## config.mk

```make
export PLATFORM = sky130hd
export DESIGN_NAME = watchdog_register_block
export DESIGN_NICKNAME = d
export VERILOG_FILES = /design/src/watchdog_pkg.sv /design/src/tick_prescaler.sv /design/src/watchdog_register_block.sv
export SDC_FILE = /design/constraint.sdc
export NUM_CORES = 1
export LEC_CHECK = 0
export BUFFER_PORTS_ARGS = -buffer_cell sky130_fd_sc_hd__buf_2
export CORE_ASPECT_RATIO = 1.4
export CORE_UTILIZATION = 50
export DETAILED_ROUTE_END_ITERATION = 7
export PLACE_DENSITY_LB_ADDON = 0.25
export RECOVER_POWER = 50
export SYNTH_ARGS = -nofsm -noshare
export SYNTH_HDL_FRONTEND = slang
export SYNTH_HIERARCHICAL = 1
export SYNTH_SLANG_ARGS = --single-unit
```

## constraint.sdc

```tcl
create_clock -name clk_i -period 2.65 [get_ports clk_i]
set_input_delay 0.3975 -clock clk_i [delete_from_list [all_inputs] [get_ports clk_i]]
set_output_delay 0.3975 -clock clk_i [all_outputs]
set_load 0.005 [all_outputs]
```

## src/watchdog_pkg.sv

```systemverilog
package watchdog_pkg;
	localparam logic [31:0] BLOCK_BASE = 32'h0000_0400;
	localparam logic [31:0] RELOAD_VALUE_OFS = 32'h0000_0000;
	localparam logic [31:0] WATCHDOG_CONTROL_OFS = 32'h0000_0004;
	localparam logic [31:0] KICK_STROBE_OFS = 32'h0000_0008;
	localparam logic [31:0] LIVE_COUNT_OFS = 32'h0000_000c;
	localparam int COUNT_W = 16;
	localparam logic [15:0] RELOAD_RESET = 16'h000f;
	localparam logic [15:0] LIVE_COUNT_RESET = 16'h000f;
	localparam int CTL_ENABLE_BIT = 0;
	localparam int CTL_EXPIRY_BIT = 1;
	localparam int CTL_HOLD_EN_LSB = 2;
	localparam int HOLD_W = 3;
	localparam logic [2:0] HOLD_EN_RESET = 3'h0;
	localparam logic CTL_ENABLE_RESET = 1'b0;
	localparam logic CTL_EXPIRY_RESET = 1'b0;
	localparam logic [5:0] TICKS_PER_COUNT = 6'h21;
endpackage : watchdog_pkg

```

## src/tick_prescaler.sv

```systemverilog
// Counts rising edges of the slow tick pin and pulses once per full group.
module tick_prescaler (
	input wire logic clk_i,
	input wire logic rst_i,
	input wire logic tick_pin_i,
	input wire logic run_i,
	input wire logic restart_i,
	output logic step_o
);
	typedef struct packed {
		logic sync1;
		logic sync2;
		logic prev;
		logic [5:0] edges;
		logic step;
	} presc_state_t;

	presc_state_t state;
	presc_state_t next_state;

	always_comb begin
		next_state = state;
		next_state.sync1 = tick_pin_i;
		next_state.sync2 = state.sync1;
		next_state.prev = state.sync2;
		next_state.step = 1'b0;
		if (restart_i) begin
			next_state.edges = 6'h00;
		end else if (run_i && state.sync2 && !state.prev) begin
			if (state.edges == watchdog_pkg::TICKS_PER_COUNT - 6'h01) begin
				next_state.edges = 6'h00;
				next_state.step = 1'b1;
			end else begin
				next_state.edges = state.edges + 6'h01;
			end
		end
	end

	always_ff @(posedge clk_i) begin
		if (rst_i) begin
			state <= '0;
		end else begin
			state <= next_state;
		end
	end

	assign step_o = state.step;
endmodule : tick_prescaler

```

## src/watchdog_register_block.sv

```systemverilog
// Notes on behaviour
// - The register group sits at base 0000_0400h of the controller's 32-bit space, each register at its offset.
// - A 16-bit reload value resets to Fh and any write to it reloads the down-counter at once.
// - Control bits 4, 3 and 2 let hold inputs 2, 1 and 0 pause the counter, and all reset to zero.
// - Control bit 1 is set by hardware on a watchdog underflow, cleared by writing 1, and untouched by writing 0.
// - Control bit 0 enables the watchdog when 1 and resets to 0 so the watchdog starts inactive.
// - The 8-bit kick location is a write strobe without storage that always reads as zero.
// - While disabled, writes to the kick location are ignored.
// - The live 16-bit count is readable and resets to Fh.
// - The counter drops by one every 33 slow tick clock cycles, from the reload value down to zero.
// - On underflow a single-cycle watchdog event is emitted and the expiry flag is set.
// - Clearing the enable bit freezes the counter and stops its tick logic.
// - The power-on system reset returns every register and internal state to its default.
module watchdog_register_block (
	input wire logic clk_i,
	input wire logic rst_i,
	input wire logic [31:0] bus_addr_i,
	input wire logic bus_wr_i,
	input wire logic bus_rd_i,
	input wire logic [31:0] bus_wdata_i,
	output logic [31:0] bus_rdata_o,
	input wire logic slow_tick_clock_i,
	input wire logic [2:0] hold_input_bus_i,
	output logic watchdog_event_o,
	output logic watchdog_active_o
);
	typedef struct packed {
		logic [15:0] reload_value;
		logic [15:0] live_count;
		logic [2:0] hold_input_enable;
		logic expiry_reset_flag;
		logic enable;
		logic [2:0] hold_sync1;
		logic [2:0] hold_sync2;
		logic event_pulse;
		logic [31:0] rdata;
	} wdog_state_t;

	wdog_state_t state;
	wdog_state_t next_state;
	logic [31:0] offset;
	logic in_block;
	logic wr_reload;
	logic wr_control;
	logic wr_kick;
	logic holding;
	logic run;
	logic restart;
	logic step;

	assign in_block = (bus_addr_i[31:4] == watchdog_pkg::BLOCK_BASE[31:4]);
	assign offset = {28'h0000000, bus_addr_i[3:0]};
	assign wr_reload = bus_wr_i && in_block && (offset == watchdog_pkg::RELOAD_VALUE_OFS);
	assign wr_control = bus_wr_i && in_block && (offset == watchdog_pkg::WATCHDOG_CONTROL_OFS);
	assign wr_kick = bus_wr_i && in_block && (offset == watchdog_pkg::KICK_STROBE_OFS) && state.enable;

	assign holding = |(state.hold_sync2 & state.hold_input_enable);
	assign run = state.enable && !holding;
	assign restart = wr_reload || wr_kick;

	tick_prescaler i_tick_prescaler (
		.clk_i(clk_i),
		.rst_i(rst_i),
		.tick_pin_i(slow_tick_clock_i),
		.run_i(run),
		.restart_i(restart),
		.step_o(step)
	);

	always_comb begin
		next_state = state;
		next_state.hold_sync1 = hold_input_bus_i;
		next_state.hold_sync2 = state.hold_sync1;
		next_state.event_pulse = 1'b0;

		if (wr_control) begin
			next_state.hold_input_enable = bus_wdata_i[watchdog_pkg::CTL_HOLD_EN_LSB +: watchdog_pkg::HOLD_W];
			next_state.enable = bus_wdata_i[watchdog_pkg::CTL_ENABLE_BIT];
			if (bus_wdata_i[watchdog_pkg::CTL_EXPIRY_BIT]) begin
				next_state.expiry_reset_flag = 1'b0;
			end
		end

		if (wr_reload) begin
			next_state.reload_value = bus_wdata_i[15:0];
			next_state.live_count = bus_wdata_i[15:0];
		end else if (wr_kick) begin
			next_state.live_count = state.reload_value;
		end else if (step && run) begin
			if (state.live_count == 16'h0000) begin
				next_state.event_pulse = 1'b1;
				next_state.expiry_reset_flag = 1'b1;
				next_state.live_count = state.reload_value;
			end else begin
				next_state.live_count = state.live_count - 16'h0001;
			end
		end

		next_state.rdata = 32'h0000_0000;
		if (bus_rd_i && in_block) begin
			case (offset)
				watchdog_pkg::RELOAD_VALUE_OFS: begin
					next_state.rdata = {16'h0000, state.reload_value};
				end
				watchdog_pkg::WATCHDOG_CONTROL_OFS: begin
					next_state.rdata = {27'h0000000, state.hold_input_enable, state.expiry_reset_flag, state.enable};
				end
				watchdog_pkg::KICK_STROBE_OFS: begin
					next_state.rdata = 32'h0000_0000;
				end
				watchdog_pkg::LIVE_COUNT_OFS: begin
					next_state.rdata = {16'h0000, state.live_count};
				end
				default: begin
					next_state.rdata = 32'h0000_0000;
				end
			endcase
		end
	end

	always_ff @(posedge clk_i) begin
		if (rst_i) begin
			state <= '0;
			state.reload_value <= watchdog_pkg::RELOAD_RESET;
			state.live_count <= watchdog_pkg::LIVE_COUNT_RESET;
			state.hold_input_enable <= watchdog_pkg::HOLD_EN_RESET;
			state.expiry_reset_flag <= watchdog_pkg::CTL_EXPIRY_RESET;
			state.enable <= watchdog_pkg::CTL_ENABLE_RESET;
		end else begin
			state <= next_state;
		end
	end

	assign bus_rdata_o = state.rdata;
	assign watchdog_event_o = state.event_pulse;
	assign watchdog_active_o = state.enable;
endmodule : watchdog_register_block

```

==> summary.md <==
| Metric | Value |
|---|---|
| Status | completed |
| CP max stage cell | a41oi_2 |
| # diodes | 0 |
| Yosys cell types | between 50 and 60 |
| Slew HR | between 40% and 50% |
| Root buffer cell | clkbuf_8 |
| GR Util All Layers | approximately a quarter |
| CORE AREA | 7070 µm² |
| Synth Flop Type | dfxtp_1 |
| Delay-heaviest family, CP | compound AO/OA/AOI/OAI gates |
| Vias per cell | 5.39 |
| Initial antenna violation count | 0 |
| Worst min-delay path startpoint | hold_input_bus_i[2] |
| Postcts setup bufs | 0 |
| Latest clock arrival within the worst-skew pair | roughly 350 ps |
| Synthesis Warnings | 6 |
| Die area | between 7000 and 8000 µm² |
| Vias | roughly 3100 |
| Fin. max-slew vios | 0 |
| Post-CTS Resized | 0 |
| RSZ-0062 raised after global routing | no |
| Worst Path Arrival | 2670 ps |
| Clock Sinks | 70 |
| Fin area | 4180 µm² |
| Sequential area share after synthesis | 37.9% |
| IO buf count | 73 |
| First-pass GRT wire length | 14.1 mm |
| Total clock buffers created by CTS | 9 |
| Vias in the first global route | about 3200 |
| Post-synth EDFFs | 0 |
| # hold bufs at CTS | 0 |
| Antenna-violating nets left | 0 |
| Global-route met2 utilization | around two fifths |
| Max cap viols | 0 |
| WP data required | about 2900 ps |
| Slew @ Worst Pin | roughly 890 ps |
| Clk_skew | approximately 8.0 ps |
| Die width | 74.7 µm |
| Area Overhead vs Synth | 12.8% |
| Worst path cell trace | inv_1, ha_1, nor3b_1, and4_1, a41oi_2, buf_4, o211ai_1, a311oi_1 |
| Crit. End Element | flip-flop |
| Ranking of synthesized cells by area | dfxtp_1 (38%), buf_4 (6.9%), nor2_1 (5.2%) |
| Number of synthesized register bits | 70 |
| Clk buf depth | 2 |
| Pin count of the biggest net entering global routing | 47 |
| Avg WL per Cell | 14.5 µm |
| Fmax | between 0.4 and 0.5 GHz |
| Max IR drop VDD | between 0.3 and 0.4 mV |
| Final setup viols | 0 |
| Kind of critical path | reg2reg |
| WP buf/inv | 2 |
| Fraction of layout cells with a size suffix above 1 | a little under a quarter |
| Leading area contributor after synthesis | dfxtp_1 |
| Pwr dens | approximately 530 nW/µm² |
| Lkg Pwr | between 0.0015 and 0.002 µW |
| Finished Core Util | between 50% and 60% |
| R2R Path Start | state[44]$_SDFFE_PP1P_ |
| Fin crit period | ~2400 ps |
| Rows | 36 |
| Met3 usage | under 10% |
| Initial Utilization | a little over half |
| Synth Area per Inst | a little under 9 µm² |
| Slowest stage delay, CP | about 560 ps |
| Reg2reg setup slack | approximately 230 ps |
| CTS tree | done |
| Nets | ~550 |
| H-tree levels | 3 |
| I/O Pins | approximately 110 |
| Post-synth ARST share | 0% |
| Detailed Place HPWL | around 6.2 mm |
| 1st-pass router iterations | 4 |
| Startpoint types | flip-flop |
| HP Class | in2reg |
| Placed inst area | 3990 µm² |
| Drt drc | 0 |
| Critical path peak fanout | 10 |
| Top cell type's share of synthesized area | between 30 and 40% |
| Synthesized netlist cell count | 419 |
| Initial DRC count | around 130 |
| Synthesized area | 3700 µm² |
| Met1 GRT Util | approximately a quarter |
| Worst Hold Path Cells | 2 |
| Final Hold Viols | 0 |
| Clock transition at path regs | about 80 ps |
| Gr busiest metal | met2 |
| Fin Setup TNS | 0 ps |
| RR Endpoint | state[52]$_SDFFE_PP0P_ |
| Global route overflow | 0 |
| Min-Delay Endpoint | next_state[35]$_SDFF_PP0_ |
| Post-Route WL | around 8.4 mm |
| Worst r2r path cells | 8 |
| Fin crit share | around 91% |
| Die Ht | approximately 100 µm |
| GPL Wtd Cong | around 0.79 |
## cells by family (layout without fill, tap and decap cells)
kind of cell,Yosys count,in the layout,share of synthesized area (%)
simple gates,178,178,28.0
xor+xnor,13,13,3.08
fa+ha+maj,4,4,1.35
other cells,1,16,0.101
buf+inv,63,112,10.7
flops,70,70,37.9
mux,13,13,3.51
compound gates,77,77,15.4
## power by group
group	total, µW	switching [µW]	internal (µW)
logic	126	74.1	52.1
registers	1060	2.81	1060
clock network	1030	409	620
total	2220	486	1730
## registers in the layout, indices dropped and copies added, names as in the netlist
register,flops
next_state,3
watchdog_active_o,1
i_tick_prescaler/next_state,2
bus_rdata_o,16
watchdog_event_o,1
i_tick_prescaler/state,7
i_tick_prescaler/step_o,1
state,39
## worst reg2reg max path, delay by kind of cell, from the launching register on
kind            cells  cell delay [ps]
buf+inv             2              370
compound gates      3              920
flops               1              440
simple gates        2              390
fa+ha+maj           1              200
## synthesized netlist by cell type (2+ instances only)
cell	n
dfxtp_1	70
nor2_1	51
nand2_1	50
buf_4	34
a21oi_1	26
mux2i_1	13
a22oi_1	12
xor2_1	12
nor3_1	11
nor2b_1	10
a221oi_1	9
clkbuf_1	9
buf_2	8
inv_1	8
nand3_1	8
nor4_4	8
nor4_1	7
and3_1	5
a211oi_1	4
a211oi_2	4
ha_1	4
nand4_1	4
o211a_1	4
o21ai_1	4
and4_1	3
buf_6	3
nor3_2	3
nand2b_1	2
o211ai_1	2
o21ai_0	2
o31ai_1	2
or4_1	2
## metrics by stage
stage               instances  setup WS (ps)  hold slack [ps]  power (µW)
floorplan                 434            682              414        1160
finish                    578            234              247        2220
global route              578           26.4              255        2290
global placement          562            316              417        1210
detailed placement        562            258              422        1210
CTS                       578            238              237        2240
## area by class of cell
class                           count  area (µm²)
Timing Repair Buffer               88         457
Sequential cell                    70        1400
Inverter                            8        30.0
Clock inverter                      7         113
Tap cell                           95         119
Fill cell                         678        2890
Clock buffer                        9         124
Multi-Input combinational cell    301        1930
## how the worst max path moves through the flow
stage                           start  depth (start not counted)                endpoint  slack (ps)
2_1_floorplan  state[44]$_SDFFE_PP1P_                          9  state[51]$_SDFFE_PP0P_         680
3_3_place_gp   state[44]$_SDFFE_PP1P_                          8  state[52]$_SDFFE_PP0P_         320
3_5_place_dp   state[44]$_SDFFE_PP1P_                          8  state[52]$_SDFFE_PP0P_         260
4_1_cts        state[44]$_SDFFE_PP1P_                          8  state[52]$_SDFFE_PP0P_         240
5_1_grt        state[44]$_SDFFE_PP1P_                          8  state[52]$_SDFFE_PP0P_          30
6_report       state[44]$_SDFFE_PP1P_                          8  state[52]$_SDFFE_PP0P_         230
## layout by cell type, fill, tap and decap left out, types with 5 or more instances in the layout
master / count
clkbuf_8: 9
nor2b_1: 10
nor4_4: 8
buf_4: 13
a221oi_1: 9
inv_1: 8
a22oi_1: 12
nor3_1: 12
xor2_1: 12
clkbuf_1: 13
nand3_1: 8
mux2i_1: 13
nand4_1: 5
conb_1: 16
dfxtp_1: 70
nand2_1: 50
and3_1: 5
nor4_1: 7
a21oi_1: 26
nor2_1: 51
buf_2: 62
## routing by layer
metal  wire, µm  vias to the layer above  part of all wire (%)
met5          0                        -                     0
met4        167                        0                   2.0
met3        349                       16                   4.2
met2       4600                       80                    55
met1       3290                     1472                    39
li1           -                     1550                     -
No activity file was read; power rests on OpenSTA's default activity.
